$ cat config.mk
export PLATFORM = sky130hd
export DESIGN_NAME = fastlock_ctrl
export DESIGN_NICKNAME = d
export VERILOG_FILES = /design/src/include/fastlock_pkg.sv /design/src/include/timer_bus_if.sv /design/src/verilog/fastlock_timeout_counter.sv /design/src/verilog/fastlock_ctrl.sv
export SDC_FILE = /design/constraint.sdc
export NUM_CORES = 1
export LEC_CHECK = 0
export BUFFER_PORTS_ARGS = -buffer_cell sky130_fd_sc_hd__buf_2
export CELL_PAD_IN_SITES_DETAIL_PLACEMENT = 1
export CELL_PAD_IN_SITES_GLOBAL_PLACEMENT = 2
export CORE_ASPECT_RATIO = 1.1
export CORE_UTILIZATION = 42
export CTS_BUF_LIST = sky130_fd_sc_hd__clkbuf_4
export DETAILED_ROUTE_END_ITERATION = 10
export GPL_ROUTABILITY_DRIVEN = 1
export PLACE_DENSITY_LB_ADDON = 0.1
export SLEW_MARGIN = 20
export SYNTH_ARGS = -nofsm -noshare
export SYNTH_HDL_FRONTEND = slang
export SYNTH_HIERARCHICAL = 1
export SYNTH_SLANG_ARGS = --single-unit
$ cat constraint.sdc
create_clock -name ref_clk -period 18.2 [get_ports ref_clk]
set_input_delay 0.91 -clock ref_clk [delete_from_list [all_inputs] [get_ports ref_clk]]
set_output_delay 0.91 -clock ref_clk [all_outputs]
set_load 0.02 [all_outputs]
$ cat src/include/fastlock_pkg.sv
// shared constants and types for the fast-lock control block
package fastlock_pkg;
  // serial word layout
  localparam int         WORD_W    = 24;
  localparam int         SEL_W     = 3;
  localparam logic [2:0] SEL_FREQ  = 3'h0;
  localparam logic [2:0] SEL_TIMER = 3'h4;
  localparam logic [2:0] SEL_PD    = 3'h5;
  localparam logic [2:0] SEL_MUX   = 3'h6;
  // fast-lock timer word fields
  localparam int         TSEL_LSB  = 3;
  localparam int         TSEL_W    = 2;
  localparam int         CNT_LSB   = 5;
  localparam int         CNT_W     = 9;
  localparam logic [1:0] TSEL_ICP  = 2'h2;
  localparam logic [1:0] TSEL_SW3  = 2'h1;
  localparam logic [1:0] TSEL_SW12 = 2'h0;
  localparam int         NUM_TMR   = 3;
  localparam int         TMR_ICP   = 0;
  localparam int         TMR_SW3   = 1;
  localparam int         TMR_SW12  = 2;
  localparam int         TICK_DIV  = 4;
  // power-down word fields
  localparam int         PD_W       = 8;
  localparam int         PD_AMP_HI  = 7;
  localparam int         PD_AMP_LO  = 6;
  localparam int         PD_PUMP    = 5;
  localparam int         PD_CNT_RST = 4;
  localparam int         PD_FLOAT   = 3;
  localparam logic [7:0] PD_RESET   = 8'hF8;
  // diag mux and mode word fields
  localparam int         MODE_LSB    = 12;
  localparam int         MODE_W      = 4;
  localparam logic [3:0] MODE_PLAIN  = 4'h0;
  localparam logic [3:0] MODE_DITHER = 4'h3;
  localparam logic [3:0] MODE_WIDE   = 4'h9;
  localparam int         MUX_LSB     = 3;
  localparam int         MUX_W       = 4;
  localparam logic [3:0] MUX_LOW     = 4'h0;
  localparam logic [3:0] MUX_LOCK    = 4'h1;
  localparam logic [3:0] MUX_REF_DIV = 4'h2;
  localparam logic [3:0] MUX_N_DIV   = 4'h3;
  localparam logic [3:0] MUX_T_ICP   = 4'h4;
  localparam logic [3:0] MUX_T_SW12  = 4'h5;
  localparam logic [3:0] MUX_T_SW3   = 4'h6;
  // charge pump gain as a shift count: 6 is 64x, 0 is 1x
  localparam int         GAIN_W   = 3;
  localparam logic [2:0] GAIN_MAX = 3'h6;
  localparam logic [2:0] GAIN_MIN = 3'h0;
  // modulator denominator limits and repeat lengths
  localparam int          DEN_W      = 12;
  localparam logic [11:0] DEN_MIN    = 12'h00D;
  localparam logic [11:0] DEN_MIN_DI = 12'h032;
  localparam int          REP_W      = 22;
  localparam logic [21:0] REP_DITHER = 22'h200000;
  // pin synchroniser vector positions
  localparam int PIN_W     = 7;
  localparam int PIN_SCLK  = 0;
  localparam int PIN_SDATA = 1;
  localparam int PIN_LE    = 2;
  localparam int PIN_PFD   = 3;
  localparam int PIN_LOCK  = 4;
  localparam int PIN_RDIV  = 5;
  localparam int PIN_NDIV  = 6;

  typedef enum logic [1:0] {RAMP_IDLE, RAMP_BOOST, RAMP_DOWN} ramp_state_t;
endpackage

$ cat src/include/timer_bus_if.sv
// carrier between the control block and one timeout counter
`timescale 1ns/1ps
interface timer_bus_if #(parameter int W = fastlock_pkg::CNT_W) ();
  logic         start;
  logic         tick;
  logic [W-1:0] load_val;
  logic         expire;
  logic         running;
  modport ctrl  (output start, tick, load_val, input expire, running);
  modport timer (input start, tick, load_val, output expire, running);
endinterface

$ cat src/verilog/fastlock_timeout_counter.sv
// one fast-lock timeout counter, loaded at a frequency write
`timescale 1ns/1ps
module fastlock_timeout_counter #(
  parameter int CNT_W = fastlock_pkg::CNT_W
) (
  input wire logic  ref_clk,
  input wire logic  reset,
  timer_bus_if.timer bus
);
  if (CNT_W < 1 || CNT_W > 16) begin : g_chk
    $error("timeout counter width out of range");
  end

  logic [CNT_W-1:0] count;
  logic [CNT_W-1:0] next_count;
  logic             running;
  logic             next_running;
  logic             expire;
  logic             next_expire;

  ////////////////////////////////////////////////////////////////////////////////
  // load on start, step per quarter tick, expire once at zero then hold
  always_comb begin
    next_count   = count;
    next_running = running;
    next_expire  = 1'b0;
    if (bus.start) begin
      next_count   = bus.load_val;
      next_running = 1'b1;
    end else if (running && count == '0) begin
      next_running = 1'b0;
      next_expire  = 1'b1;
    end else if (running && bus.tick) begin
      next_count = count - 1'b1;
    end
  end

  always_ff @(posedge ref_clk) begin
    if (reset) begin
      count   <= '0;
      running <= 1'b0;
      expire  <= 1'b0;
    end else begin
      count   <= next_count;
      running <= next_running;
      expire  <= next_expire;
    end
  end

  assign bus.expire  = expire;
  assign bus.running = running;
endmodule

$ cat src/verilog/fastlock_ctrl.sv
// fast-lock timers, power-down and mode control fed by the three-wire link
`timescale 1ns/1ps
// Operation
// word with select bits 100 goes to the fast-lock timer register
// host writes 0x001 into timer word bits 23 to 14
// counters step once per four phase-detector periods
// timer select 10 ramp timer, 01 secondary switch, 00 loop resistors
// a frequency word write starts all three timeout counters
// switches stay closed until their counter expires, then open
// ramp expiry halves pump current six times, 64x down to 1x
// host loads switch timers seven above the ramp timer
// host clears power-down and programs registers before leaving power-down
// word with select bits 101 goes to the power-down register
// bits 7 and 6 both set power down amplifier, both clear resume
// bit 5 holds dividers, floats pump, resets lock detect, stops ref buffer
// host clears bit 5 then writes the frequency word to resume
// float bit set puts pump outputs in high impedance
// counter reset bit holds dividers until cleared and frequency rewritten
// word with select bits 110 goes to the diag mux and mode register
// mode 0000 plain 3 ns, 0011 dither on, 1001 10 ns threshold
// host writes mode zero first before any dither or threshold write
// host writes 00001 into mux word bits 11 to 7
// diag output shows lock detect, divider outputs or a timer interval
// denominator valid from 13 to 4095, at least 50 with dither
// repeat length is 2, 3, 6 or 1 times denominator by divisibility
// dividers take new values on the phase-detector edge after the write
// counters load at the write, count down, expire once, then hold
module fastlock_ctrl #(
  parameter int PFD_PER_TICK = fastlock_pkg::TICK_DIV,
  parameter int CNT_W        = fastlock_pkg::CNT_W
) (
  input  wire logic        ref_clk,
  input  wire logic        reset,
  input  wire logic        sclk_pin,
  input  wire logic        sdata_pin,
  input  wire logic        load_strobe_pin,
  input  wire logic        pfd_ref_pin,
  input  wire logic        lock_detect_in,
  input  wire logic        ref_div_in,
  input  wire logic        n_div_in,
  input  wire logic [11:0] fraction_denominator,
  output logic             amp_power_down,
  output logic             pump_power_down,
  output logic             pump_output_float,
  output logic             divider_hold,
  output logic             lock_detect_reset,
  output logic             ref_buffer_enable,
  output logic             sw3_closed,
  output logic             sw12_closed,
  output logic [2:0]       pump_gain,
  output logic             dither_enable,
  output logic             lock_threshold_wide,
  output logic             diag_out,
  output logic             divider_update,
  output logic [21:0]      sdm_repeat_len,
  output logic             denominator_valid
);
  localparam int PW = $clog2(PFD_PER_TICK);
  localparam int NT = fastlock_pkg::NUM_TMR;

  if (PFD_PER_TICK < 2 || (PFD_PER_TICK & (PFD_PER_TICK - 1)) != 0) begin : g_chk_div
    $error("quarter-rate divider must be a power of two");
  end
  if (CNT_W != fastlock_pkg::CNT_W) begin : g_chk_cnt
    $error("timer width is fixed by the serial word layout");
  end

  // true when the word's select bits carry the given code
  function automatic logic sel_is(input logic [23:0] w, input logic [2:0] code);
    return w[fastlock_pkg::SEL_W-1:0] == code;
  endfunction

  // timer select code that loads counter number idx
  function automatic logic [1:0] tsel_of(input int idx);
    case (idx)
      fastlock_pkg::TMR_ICP: return fastlock_pkg::TSEL_ICP;
      fastlock_pkg::TMR_SW3: return fastlock_pkg::TSEL_SW3;
      default:               return fastlock_pkg::TSEL_SW12;
    endcase
  endfunction

  ////////////////////////////////////////////////////////////////////////////////
  // pin synchroniser: stage a feeds only stage b, history finds edges
  logic [fastlock_pkg::PIN_W-1:0] pin_raw;
  logic [fastlock_pkg::PIN_W-1:0] sync_a;
  logic [fastlock_pkg::PIN_W-1:0] sync_b;
  logic [fastlock_pkg::PIN_W-1:0] sync_h;
  logic                           sclk_rise;
  logic                           le_rise;
  logic                           pfd_rise;

  assign pin_raw = {n_div_in, ref_div_in, lock_detect_in, pfd_ref_pin, load_strobe_pin, sdata_pin, sclk_pin};

  always_ff @(posedge ref_clk) begin
    if (reset) begin
      sync_a <= '0;
      sync_b <= '0;
      sync_h <= '0;
    end else begin
      sync_a <= pin_raw;
      sync_b <= sync_a;
      sync_h <= sync_b;
    end
  end

  // link clock and phase-detector reference are sampled, never used as clocks
  assign sclk_rise = sync_b[fastlock_pkg::PIN_SCLK] & ~sync_h[fastlock_pkg::PIN_SCLK];
  assign le_rise   = sync_b[fastlock_pkg::PIN_LE] & ~sync_h[fastlock_pkg::PIN_LE];
  assign pfd_rise  = sync_b[fastlock_pkg::PIN_PFD] & ~sync_h[fastlock_pkg::PIN_PFD];

  ////////////////////////////////////////////////////////////////////////////////
  // serial shift and register dispatch on the load strobe edge
  logic [23:0]      shreg;
  logic [23:0]      next_shreg;
  logic [CNT_W-1:0] tmr_load [NT];
  logic [CNT_W-1:0] next_tmr_load [NT];
  logic [7:0]       pd_word;
  logic [7:0]       next_pd_word;
  logic             amp_pd;
  logic             next_amp_pd;
  logic             dither_q;
  logic             next_dither;
  logic             wide_q;
  logic             next_wide;
  logic [3:0]       mux_sel;
  logic [3:0]       next_mux_sel;
  logic             wr_freq;
  logic             wr_timer;
  logic             wr_pd;
  logic             wr_mux;
  logic [3:0]       mode_f;

  assign wr_freq  = le_rise & sel_is(shreg, fastlock_pkg::SEL_FREQ);
  assign wr_timer = le_rise & sel_is(shreg, fastlock_pkg::SEL_TIMER);
  assign wr_pd    = le_rise & sel_is(shreg, fastlock_pkg::SEL_PD);
  assign wr_mux   = le_rise & sel_is(shreg, fastlock_pkg::SEL_MUX);
  assign mode_f   = shreg[fastlock_pkg::MODE_LSB +: fastlock_pkg::MODE_W];

  always_comb begin
    next_shreg   = sclk_rise ? {shreg[22:0], sync_b[fastlock_pkg::PIN_SDATA]} : shreg;
    next_pd_word = pd_word;
    next_amp_pd  = amp_pd;
    next_dither  = dither_q;
    next_wide    = wide_q;
    next_mux_sel = mux_sel;
    for (int i = 0; i < NT; i++) begin
      next_tmr_load[i] = tmr_load[i];
      if (wr_timer && shreg[fastlock_pkg::TSEL_LSB +: fastlock_pkg::TSEL_W] == tsel_of(i)) begin
        next_tmr_load[i] = shreg[fastlock_pkg::CNT_LSB +: CNT_W];
      end
    end
    if (wr_pd) begin
      next_pd_word = shreg[fastlock_pkg::PD_W-1:0];
      // mixed amplifier bits leave the amplifier as it was
      if (shreg[fastlock_pkg::PD_AMP_HI] && shreg[fastlock_pkg::PD_AMP_LO]) begin
        next_amp_pd = 1'b1;
      end else if (!shreg[fastlock_pkg::PD_AMP_HI] && !shreg[fastlock_pkg::PD_AMP_LO]) begin
        next_amp_pd = 1'b0;
      end
    end
    if (wr_mux) begin
      next_mux_sel = shreg[fastlock_pkg::MUX_LSB +: fastlock_pkg::MUX_W];
      // dither and threshold writes touch one setting, plain clears both; unknown codes change nothing
      case (mode_f)
        fastlock_pkg::MODE_PLAIN: begin
          next_dither = 1'b0;
          next_wide   = 1'b0;
        end
        fastlock_pkg::MODE_DITHER: next_dither = 1'b1;
        fastlock_pkg::MODE_WIDE:   next_wide   = 1'b1;
        default: next_dither = dither_q;
      endcase
    end
  end

  always_ff @(posedge ref_clk) begin
    if (reset) begin
      shreg    <= '0;
      tmr_load <= '{default: '0};
      pd_word  <= fastlock_pkg::PD_RESET;
      amp_pd   <= 1'b1;
      dither_q <= 1'b0;
      wide_q   <= 1'b0;
      mux_sel  <= fastlock_pkg::MUX_LOW;
    end else begin
      shreg    <= next_shreg;
      tmr_load <= next_tmr_load;
      pd_word  <= next_pd_word;
      amp_pd   <= next_amp_pd;
      dither_q <= next_dither;
      wide_q   <= next_wide;
      mux_sel  <= next_mux_sel;
    end
  end

  ////////////////////////////////////////////////////////////////////////////////
  // timeout counters, one per timer select code
  timer_bus_if #(.W(CNT_W)) tb [NT] ();
  logic          start_q;
  logic          tick_q;
  logic [NT-1:0] tmr_exp;
  logic [NT-1:0] tmr_run;

  for (genvar g = 0; g < NT; g++) begin : g_tmr
    assign tb[g].start    = start_q;
    assign tb[g].tick     = tick_q;
    assign tb[g].load_val = tmr_load[g];
    assign tmr_exp[g]     = tb[g].expire;
    assign tmr_run[g]     = tb[g].running;
    fastlock_timeout_counter #(.CNT_W(CNT_W)) u_tmr (
      .ref_clk (ref_clk),
      .reset   (reset),
      .bus     (tb[g])
    );
  end

  ////////////////////////////////////////////////////////////////////////////////
  // quarter-rate tick, pump ramp, divider hold and update strobe
  logic [PW-1:0]             pre;
  logic [PW-1:0]             next_pre;
  logic                      next_start;
  logic                      next_tick;
  fastlock_pkg::ramp_state_t state;
  fastlock_pkg::ramp_state_t next_state;
  logic [2:0]                gain;
  logic [2:0]                next_gain;
  logic                      hold_q;
  logic                      next_hold;
  logic                      pend;
  logic                      next_pend;
  logic                      upd_q;
  logic                      next_upd;

  always_comb begin
    next_start = wr_freq;
    // prescaler restarts at the write so every delay is exactly count x4
    next_pre   = wr_freq ? '0 : (pfd_rise ? PW'(pre + 1'b1) : pre);
    next_tick  = pfd_rise && !wr_freq && pre == {PW{1'b1}};
    next_state = state;
    next_gain  = gain;
    case (state)
      fastlock_pkg::RAMP_IDLE:  next_state = state;
      fastlock_pkg::RAMP_BOOST: if (tmr_exp[fastlock_pkg::TMR_ICP]) next_state = fastlock_pkg::RAMP_DOWN;
      fastlock_pkg::RAMP_DOWN: begin
        if (pfd_rise) begin
          if (gain == fastlock_pkg::GAIN_MIN) next_state = fastlock_pkg::RAMP_IDLE;
          else next_gain = gain - 3'h1;
        end
      end
      default: next_state = fastlock_pkg::RAMP_IDLE;
    endcase
    if (start_q) begin
      next_state = fastlock_pkg::RAMP_BOOST;
      next_gain  = fastlock_pkg::GAIN_MAX;
    end
    // held dividers release only on a frequency write after both bits clear
    if (pd_word[fastlock_pkg::PD_PUMP] || pd_word[fastlock_pkg::PD_CNT_RST]) next_hold = 1'b1;
    else next_hold = wr_freq ? 1'b0 : hold_q;
    next_pend = wr_freq ? 1'b1 : (pend & ~pfd_rise);
    next_upd  = pend & pfd_rise & ~wr_freq;
  end

  always_ff @(posedge ref_clk) begin
    if (reset) begin
      pre     <= '0;
      start_q <= 1'b0;
      tick_q  <= 1'b0;
      state   <= fastlock_pkg::RAMP_IDLE;
      gain    <= fastlock_pkg::GAIN_MIN;
      hold_q  <= 1'b1;
      pend    <= 1'b0;
      upd_q   <= 1'b0;
    end else begin
      pre     <= next_pre;
      start_q <= next_start;
      tick_q  <= next_tick;
      state   <= next_state;
      gain    <= next_gain;
      hold_q  <= next_hold;
      pend    <= next_pend;
      upd_q   <= next_upd;
    end
  end

  ////////////////////////////////////////////////////////////////////////////////
  // registered outputs: switches, power effects, diag mux, modulator length
  logic        next_float;
  logic        next_sw3;
  logic        next_sw12;
  logic        next_diag;
  logic [21:0] next_rep;
  logic        next_den_ok;
  logic        by2;
  logic        by3;
  logic [21:0] den_w;

  always_comb begin
    den_w      = {10'h000, fraction_denominator};
    by2        = ~fraction_denominator[0];
    by3        = (fraction_denominator % 12'h003) == 12'h000;
    next_float = pd_word[fastlock_pkg::PD_FLOAT] | pd_word[fastlock_pkg::PD_PUMP];
    next_sw3   = tmr_run[fastlock_pkg::TMR_SW3];
    next_sw12  = tmr_run[fastlock_pkg::TMR_SW12];
    case (mux_sel)
      fastlock_pkg::MUX_LOCK:    next_diag = sync_b[fastlock_pkg::PIN_LOCK] & ~pd_word[fastlock_pkg::PD_PUMP];
      fastlock_pkg::MUX_REF_DIV: next_diag = sync_b[fastlock_pkg::PIN_RDIV];
      fastlock_pkg::MUX_N_DIV:   next_diag = sync_b[fastlock_pkg::PIN_NDIV];
      fastlock_pkg::MUX_T_ICP:   next_diag = tmr_run[fastlock_pkg::TMR_ICP];
      fastlock_pkg::MUX_T_SW12:  next_diag = tmr_run[fastlock_pkg::TMR_SW12];
      fastlock_pkg::MUX_T_SW3:   next_diag = tmr_run[fastlock_pkg::TMR_SW3];
      default:                   next_diag = 1'b0;
    endcase
    // dithered sequences are effectively non-repeating
    if (dither_q) next_rep = fastlock_pkg::REP_DITHER;
    else if (by2 && by3) next_rep = 22'(den_w * 22'h000006);
    else if (by2) next_rep = 22'(den_w * 22'h000002);
    else if (by3) next_rep = 22'(den_w * 22'h000003);
    else next_rep = den_w;
    next_den_ok = fraction_denominator >= (dither_q ? fastlock_pkg::DEN_MIN_DI : fastlock_pkg::DEN_MIN);
  end

  always_ff @(posedge ref_clk) begin
    if (reset) begin
      pump_output_float <= 1'b1;
      lock_detect_reset <= 1'b1;
      ref_buffer_enable <= 1'b0;
      pump_power_down   <= 1'b1;
      sw3_closed        <= 1'b0;
      sw12_closed       <= 1'b0;
      diag_out          <= 1'b0;
      sdm_repeat_len    <= '0;
      denominator_valid <= 1'b0;
    end else begin
      pump_output_float <= next_float;
      lock_detect_reset <= pd_word[fastlock_pkg::PD_PUMP];
      ref_buffer_enable <= ~pd_word[fastlock_pkg::PD_PUMP];
      pump_power_down   <= pd_word[fastlock_pkg::PD_PUMP];
      sw3_closed        <= next_sw3;
      sw12_closed       <= next_sw12;
      diag_out          <= next_diag;
      sdm_repeat_len    <= next_rep;
      denominator_valid <= next_den_ok;
    end
  end

  assign amp_power_down      = amp_pd;
  assign dither_enable       = dither_q;
  assign lock_threshold_wide = wide_q;
  assign pump_gain           = gain;
  assign divider_hold        = hold_q;
  assign divider_update      = upd_q;
endmodule

==> flow_metrics.py, run 1 <==
metrics = {
    "worst_setup_path": {
        "reg2reg_slack_ps": 15890,
        "slowest_delay_ps": 760,
        "crit_start": "fraction_denominator[7]",
        "worst_r2r_path_depth": 4,
        "path_max_fanout": 20,
        "startpoint_type": "primary input",
        "r2r_end": "tb[1].load_val[4]",
        "path_buf_inv": 3,
        "path_common_cell": "ha_1",
        "timing.critical_path.to": "sdm_repeat_len[5]",
        "worst_setup_path_end_kind": "register",
        "worstPathArrival_ps": 9820,
        "reg2reg_from": "sync_b[2]",
        "crit_cells": 28,
        "crit_slowest_cell": "nor4_2",
        "worstSetupPathType": "primary input to register",
        "worst_ep_required_time_ps": 18610,
        "cp_top_family": "compound AO/OA/AOI/OAI gates",
    },
    "synthesis": {
        "yosys_warnings": 6,
        "syn-cell-area_mm2": 0.00941,
        "avgSynthCellArea_um2": 8.34,
        "synthCells": 1129,
    },
    "global_routing": {
        "grt.total_usage": 0.234,
        "grt_max_degree": 68,
        "grt_use_met1": 0.280,
        "grt_pass1_wl_um": 43100,
        "grt_most_used_layer": "met2",
        "first_global_vias": 8500,
        "use_met2": 0.428,
        "antenna_found_initial": 2,
        "grt_util_met3": 0.0295,
        "grt-ovfl-total": 0,
    },
    "floorplanning": {
        "die_x_um": 145,
        "start_util": 0.427,
        "fp-row-count": 57,
        "die_h_um": 159,
        "core_area_mm2": 0.0220,
        "design.die.area_mm2": 0.0230,
        "ioPinCount": 59,
    },
    "placed_design": {
        "dp_hpwl_um": 19600,
        "gp_congestion": 0.849,
        "portBuffers": 52,
    },
    "sta": {
        "fmax_mhz": 106,
        "fin_crit_ps": 9410,
        "slew_headroom": 0.273,
        "setup-tns-final_ps": 0,
        "final_max_slew_viol_count": 0,
        "setup_viol": 0,
        "worst_slew_pin_slew_ps": 1090,
        "final_hold_viol_count": 0,
        "rsz0062_at_grt": "no",
        "period_share": 0.517,
        "skew_ps": 18.6,
    },
    "final_layout": {
        "drive_gt1_frac": 0.141,
        "nets": 1207,
        "syn_to_final_growth_pct": 7.06,
    },
    "clocking": {
        "post_cts_buffers": 0,
        "root_buffer": "clkbuf_4",
        "cts_tree": "built",
        "ctsHtreeMaxLevel": 4,
        "clk_latency_ps": 520,
        "cts_buffers": 17,
        "clockBufferDepth": 2,
        "clkTransAtPathRegs_ps": 130,
        "ctsResizeCount": 0,
        "cts.sink_count": 136,
        "hold_buffers": 0,
    },
    "detailed_routing": {
        "drcViolationCount": 0,
        "firstDrtPassIters": 4,
        "drt-initial-drc-count": 367,
        "wl_um": 26300,
        "vias_per_cell": 5.88,
        "drtAntennaViolNets": 0,
        "wl_per_cell_um": 18.2,
        "num_vias": 8520,
    },
    "power": {
        "power_density_mw_per_mm2": 76.5,
        "p_leak_nw": 3.85,
        "total_power_uw": 771,
        "peakVddDrop_v": 0.0000302,
    },
    "run": {
        "max_cap_viol_count": 0,
    },
    "hold_path": {
        "hp-class": "register to register",
        "min_path_cells": 1,
    },
    "outcome": {
        "outcome": "complete, no violations",
    },
}
## worst reg2reg max path, cell delays in order (launching register included)
cell and delay (ps):
dfxtp_1 370, nor3b_1 610, nand4_1 760, mux2i_1 380
nor2_1 60
## routing by layer
| layer | up-vias | wire [um] |
|---|---|---|
| li1 | 4186 | - |
| met1 | 4196 | 11600 |
| met2 | 103 | 13700 |
| met3 | 33 | 635 |
| met4 | 2 | 447 |
| met5 | - | 10 |
## worst min-delay path by stage
stage | slack (ps) | to | start
2_1_floorplan | 400 | diag_out | mux_sel[3]
3_3_place_gp | 410 | sync_b[3] | sync_a[3]
3_5_place_dp | 430 | sync_b[1] | sync_a[1]
4_1_cts | 440 | diag_out | mux_sel[3]
5_1_grt | 460 | sync_b[6] | sync_a[6]
6_report | 440 | sync_b[3] | sync_a[3]
## state kept, by name, indices dropped and copies added, names as in the netlist, 2 cells and up
name,count
g_tmr.u_tmr/count,27
tb.load_val,27
sdm_repeat_len,16
shreg,16
sync_a,7
sync_b,7
mux_sel,4
g_tmr.u_tmr/bus.running,3
pd_word,3
pump_gain,3
sync_h,3
pre,2
state,2
## power by group
group | internal [mW] | switching, mW
registers | 0.304 | 0.00385
clock network | 0.0979 | 0.113
logic | 0.0886 | 0.163
total | 0.490 | 0.281
## stage by stage
step | hold WS, ps | setup slack [ps] | instance area (um2) | std cells | util
after floorplan | 399 | 9860 | 9430 | 1134 | -
after global placement | 415 | 8520 | 9760 | 1417 | 0.443
after detailed placement | 427 | 8290 | 9760 | 1417 | 0.443
after CTS | 439 | 8870 | 10100 | 1449 | 0.457
after global routing | 460 | 8200 | 10100 | 1450 | 0.457
final | 435 | 8790 | 10100 | 1450 | 0.457
## cell usage in the layout, fill, tap and decap left out, types with 11 or more instances in the layout
cell / n
mux2i_1: 48
buf_2: 51
nand2b_1: 16
nor4_1: 15
inv_1: 50
ha_1: 44
a21o_1: 12
o211ai_1: 11
xnor2_1: 19
nor2_1: 104
o21ai_1: 12
dfxtp_1: 135
a21oi_1: 67
nand2_1: 97
a211oi_1: 28
or3_1: 21
nor2b_1: 30
o21ai_0: 37
clkbuf_4: 18
nand3_1: 23
nor3_1: 34
## final cells by class
type	instances	area, um2
antenna	1	2.50
timing repair buffer	55	285
sequential	136	2720
clock inverter	14	176
inverter	52	195
fill	2668	12000
multi-input combinational	879	6190
tap	295	369
clock buffer	18	135
(Power assumes the default switching activity.)
==> run 2: changes to the inputs <==
CORE_UTILIZATION = 35   (was 42)
clock period = 8.5 ns   (was 18.2 ns; I/O delays follow)
==> flow_metrics.py, run 2 (synthesis results as in run 1) <==
metrics = {
    "clocking": {
        "cts.sink_count": 136,
        "clk_latency_ps": 520,
        "ctsResizeCount": 0,
        "ctsHtreeMaxLevel": 4,
        "root_buffer": "clkbuf_4",
        "post_cts_buffers": 0,
        "clockBufferDepth": 2,
        "clkTransAtPathRegs_ps": 120,
        "cts_tree": "built",
        "hold_buffers": 0,
        "cts_buffers": 17,
    },
    "worst_setup_path": {
        "crit_slowest_cell": "or4b_2",
        "path_max_fanout": 16,
        "worst_setup_path_end_kind": "register",
        "worstPathArrival_ps": 8280,
        "slowest_delay_ps": 650,
        "r2r_end": "tb[1].load_val[8]",
        "startpoint_type": "primary input",
        "worst_ep_required_time_ps": 8950,
        "reg2reg_from": "sync_b[2]",
        "crit_start": "fraction_denominator[5]",
        "reg2reg_slack_ps": 6240,
        "worst_r2r_path_depth": 4,
        "timing.critical_path.to": "sdm_repeat_len[10]",
        "worstSetupPathType": "primary input to register",
    },
    "sta": {
        "setup_viol": 0,
        "rsz0062_at_grt": "no",
        "setup-tns-final_ps": 0,
        "period_share": 0.920,
        "fmax_mhz": 128,
        "worst_slew_pin_slew_ps": 925,
        "slew_headroom": 0.380,
        "final_max_slew_viol_count": 0,
        "final_hold_viol_count": 0,
        "hold_ws_ps": 105,
        "skew_ps": 21.8,
        "fin_crit_ps": 7820,
    },
    "final_layout": {
        "mostFrequentLayoutCells": "135 x dfxtp_1, 104 x nor2_1, 97 x nand2_1",
        "drive_gt1_frac": 0.166,
        "syn_to_final_growth_pct": 10.6,
        "layout_commonest_cell": "dfxtp_1",
        "nets": 1242,
        "fillers": 3177,
    },
    "floorplanning": {
        "die_h_um": 174,
        "start_util": 0.358,
        "design.die.area_mm2": 0.0276,
        "ioPinCount": 59,
        "core_area_mm2": 0.0263,
        "fp-row-count": 62,
        "die_x_um": 158,
    },
    "detailed_routing": {
        "drt-initial-drc-count": 474,
        "num_vias": 8621,
        "wl_per_cell_um": 18.4,
        "drtAntennaViolNets": 0,
        "vias_per_cell": 5.59,
        "firstDrtPassIters": 4,
        "wl_um": 28400,
        "drcViolationCount": 0,
    },
    "power": {
        "power_density_mw_per_mm2": 163,
        "peakVddDrop_v": 0.0000735,
        "power.switching_uw": 613,
        "swShare": 0.360,
        "p_seq_frac": 0.387,
        "p_int_mw": 1.09,
        "p_leak_nw": 4.01,
        "power_frac_comb": 0.349,
        "total_power_mw": 1.70,
        "clkPwrFrac": 0.264,
    },
    "global_routing": {
        "grt_util_met3": 0.0224,
        "grt.total_usage": 0.209,
        "first_global_vias": 8624,
        "grt-ovfl-total": 0,
        "grt_use_met1": 0.250,
        "use_met2": 0.390,
        "grt_most_used_layer": "met2",
        "antenna_found_initial": 1,
        "grt_pass1_wl_um": 45900,
        "grt_max_degree": 69,
    },
    "placed_design": {
        "portBuffers": 52,
        "gp_congestion": 0.846,
        "dp_hpwl_um": 21500,
    },
    "hold_path": {
        "hp-class": "primary input to register",
    },
    "run": {
        "max_cap_viol_count": 0,
    },
    "outcome": {
        "outcome": "complete, no violations",
    },
}
==> run 2: through the flow <==
| step | worst slack (ps) | cells | cell area, um2 | util |
|---|---|---|---|---|
| after floorplan | 643 | 1134 | 9430 | - |
| after global placement | 246 | 1509 | 10100 | 0.384 |
| after detailed placement | 236 | 1509 | 10100 | 0.384 |
| after CTS | 770 | 1540 | 10400 | 0.396 |
| after global routing | 213 | 1541 | 10400 | 0.396 |
| final | 677 | 1541 | 10400 | 0.396 |
==> run 2: power groups by stage <==
stage / Clock [mW] / Sequential [mW] / Combinational, mW
floorplan: 0 / 0.678 / 0.415
global placement: 0 / 0.674 / 0.591
detailed placement: 0 / 0.674 / 0.590
CTS: 0.467 / 0.659 / 0.593
global route: 0.494 / 0.661 / 0.651
finish: 0.449 / 0.659 / 0.593
==> run 2: area by class of cell <==
class / instances / area (um2) / share of cell area
multi-input combinational: 879 / 6190 / 0.594
timing repair buffer: 90 / 561 / 0.0538
tap: 352 / 440 / 0.0423
sequential: 136 / 2720 / 0.262
antenna: 1 / 2.50 / 0.000240
clock inverter: 11 / 150 / 0.0144
clock buffer: 20 / 150 / 0.0144
inverter: 52 / 195 / 0.0187
==> run 2: worst min-delay path by stage <==
stage                          from        end  slack [ps]  cells past startpoint
global route            pfd_ref_pin  sync_a[3]          60                      2
detailed placement       mux_sel[3]   diag_out         420                      1
CTS                 load_strobe_pin  sync_a[2]          60                      2
floorplan                mux_sel[3]   diag_out         400                      1
global placement         mux_sel[3]   diag_out         420                      1
finish                   ref_div_in  sync_a[5]         110                      2
==> run 2: critical path: cells and delay by family <==
kind	cells	cell delay [ps]
muxes	2	560
and+or+nand+nor	11	3150
AOI/OAI and AO/OA	9	2800
buffers and inverters	4	710
adders and majority gates	2	600
==> run 2: layer usage <==
metal	routed length, um	vias up	part of all wire
li1	-	4260	-
met4	351	0	0.012
met5	0	-	0
met1	12500	4233	0.44
met3	549	25	0.019
met2	15000	103	0.53
==> run 3: changes to the inputs <==
PLACE_DENSITY = 0.79   (was not set)
PLACE_DENSITY_LB_ADDON = not set   (was 0.1)
==> flow_metrics.py, run 3 (synthesis results as in run 1) <==
metrics = {
    "outcome": {
        "outcome": "complete, no violations",
    },
    "detailed_routing": {
        "drtAntennaViolNets": 0,
        "wl_per_cell_um": 18.0,
        "wl_um": 27800,
        "vias_per_cell": 5.62,
        "drt-initial-drc-count": 461,
        "firstDrtPassIters": 4,
        "num_vias": 8712,
        "drcViolationCount": 0,
    },
    "worst_setup_path": {
        "worstPathArrival_ps": 8180,
        "worst_ep_required_time_ps": 8940,
        "crit_slowest_cell": "or4b_2",
        "path_common_cell": "ha_1",
        "slowest_delay_ps": 650,
        "cp_top_family": "simple AND/OR/NAND/NOR gates",
        "startpoint_type": "primary input",
        "worstSetupPathType": "primary input to register",
        "worst_setup_path_end_kind": "register",
        "path_buf_inv": 5,
        "path_max_fanout": 16,
    },
    "floorplanning": {
        "die_x_um": 158,
        "core_area_mm2": 0.0263,
        "start_util": 0.358,
        "ioPinCount": 59,
        "design.die.area_mm2": 0.0276,
        "fp-row-count": 62,
        "die_h_um": 174,
    },
    "final_layout": {
        "final_area_mm2": 0.0104,
        "regArea_mm2": 0.00272,
        "fillers": 3161,
        "layout_commonest_cell": "dfxtp_1",
        "syn_to_final_growth_pct": 10.9,
        "multi_input_area_mm2": 0.00619,
        "drive_gt1_frac": 0.170,
        "nets": 1250,
        "mostFrequentLayoutCells": "135 x dfxtp_1, 104 x nor2_1, 97 x nand2_1",
        "fin_util": 0.397,
    },
    "sta": {
        "skew_ps": 14.5,
        "rsz0062_at_grt": "no",
        "worst_slew_pin_slew_ps": 943,
        "setup-tns-final_ps": 0,
        "slew_headroom": 0.368,
        "fmax_mhz": 129,
        "fin_crit_ps": 7740,
        "final_max_slew_viol_count": 0,
        "fin_ws_ps": 764,
        "setup_viol": 0,
        "period_share": 0.910,
        "final_hold_viol_count": 0,
    },
    "clocking": {
        "post_cts_buffers": 0,
        "hold_buffers": 0,
        "root_buffer": "clkbuf_4",
        "ctsHtreeMaxLevel": 4,
        "clkTransAtPathRegs_ps": 120,
        "clk_latency_ps": 540,
        "cts_buffers": 17,
        "cts_tree": "built",
        "ctsResizeCount": 0,
        "cts.sink_count": 136,
        "clockBufferDepth": 2,
    },
    "run": {
        "max_cap_viol_count": 0,
    },
    "power": {
        "total_power_mw": 1.66,
        "clkPwrFrac": 0.243,
        "power_frac_comb": 0.360,
        "p_leak_nw": 4.03,
        "peakVddDrop_v": 0.0000746,
        "p_int_mw": 1.05,
        "power_density_mw_per_mm2": 159,
        "p_seq_frac": 0.397,
        "swShare": 0.367,
        "power.switching_uw": 610,
    },
    "placed_design": {
        "gp_congestion": 0.841,
        "pre_cts_slack_ps": 250,
        "dpl_cell_area_mm2": 0.0102,
        "portBuffers": 52,
        "dp_hpwl_um": 21000,
    },
    "global_routing": {
        "grt-ovfl-total": 0,
        "antenna_found_initial": 1,
        "grt.total_usage": 0.209,
        "grt_max_degree": 67,
        "first_global_vias": 8853,
        "grt_pass1_wl_um": 45900,
    },
    "hold_path": {
        "hp-class": "primary input to register",
    },
}
run 3: path summary, 6_finish.rpt:
check                               start           endpoint  slack [ps]  depth (start not counted)
setup / recovery  fraction_denominator[4]  sdm_repeat_len[5]         760                         29
hold / removal                  sdata_pin          sync_a[1]          90                          2
setup reg to reg                 shreg[0]  tb[1].load_val[5]        6280                          4
hold reg to reg                 sync_a[4]          sync_b[4]         450                          1
run 3: per-stage QoR:
stage	hold slack [ps]	cells
after floorplan	399	1134
after global placement	416	1517
after detailed placement	428	1517
after CTS	27.8	1549
after global routing	44.6	1550
final	89.7	1550
run 3: routing by layer:
metal | part of all wire | track usage
met5 | 0 | 0
met1 | 0.46 | 0.259
met3 | 0.023 | 0.0262
met2 | 0.51 | 0.377
met4 | 0.013 | 0.0505
run 3: final cells by class:
cell class	count	area share
inverter	52	0.0187
tap	352	0.0422
antenna	1	0.000240
multi-input combinational	879	0.593
sequential	136	0.261
timing repair buffer	98	0.0594
clock inverter	15	0.0131
clock buffer	17	0.0122
run 3: power by group through the flow:
stage	Sequential [mW]	Combinational, mW	Clock (mW)
detailed placement	0.675	0.595	0
finish	0.660	0.598	0.405
CTS	0.660	0.598	0.425
global placement	0.675	0.590	0
global route	0.662	0.658	0.450
floorplan	0.678	0.415	0
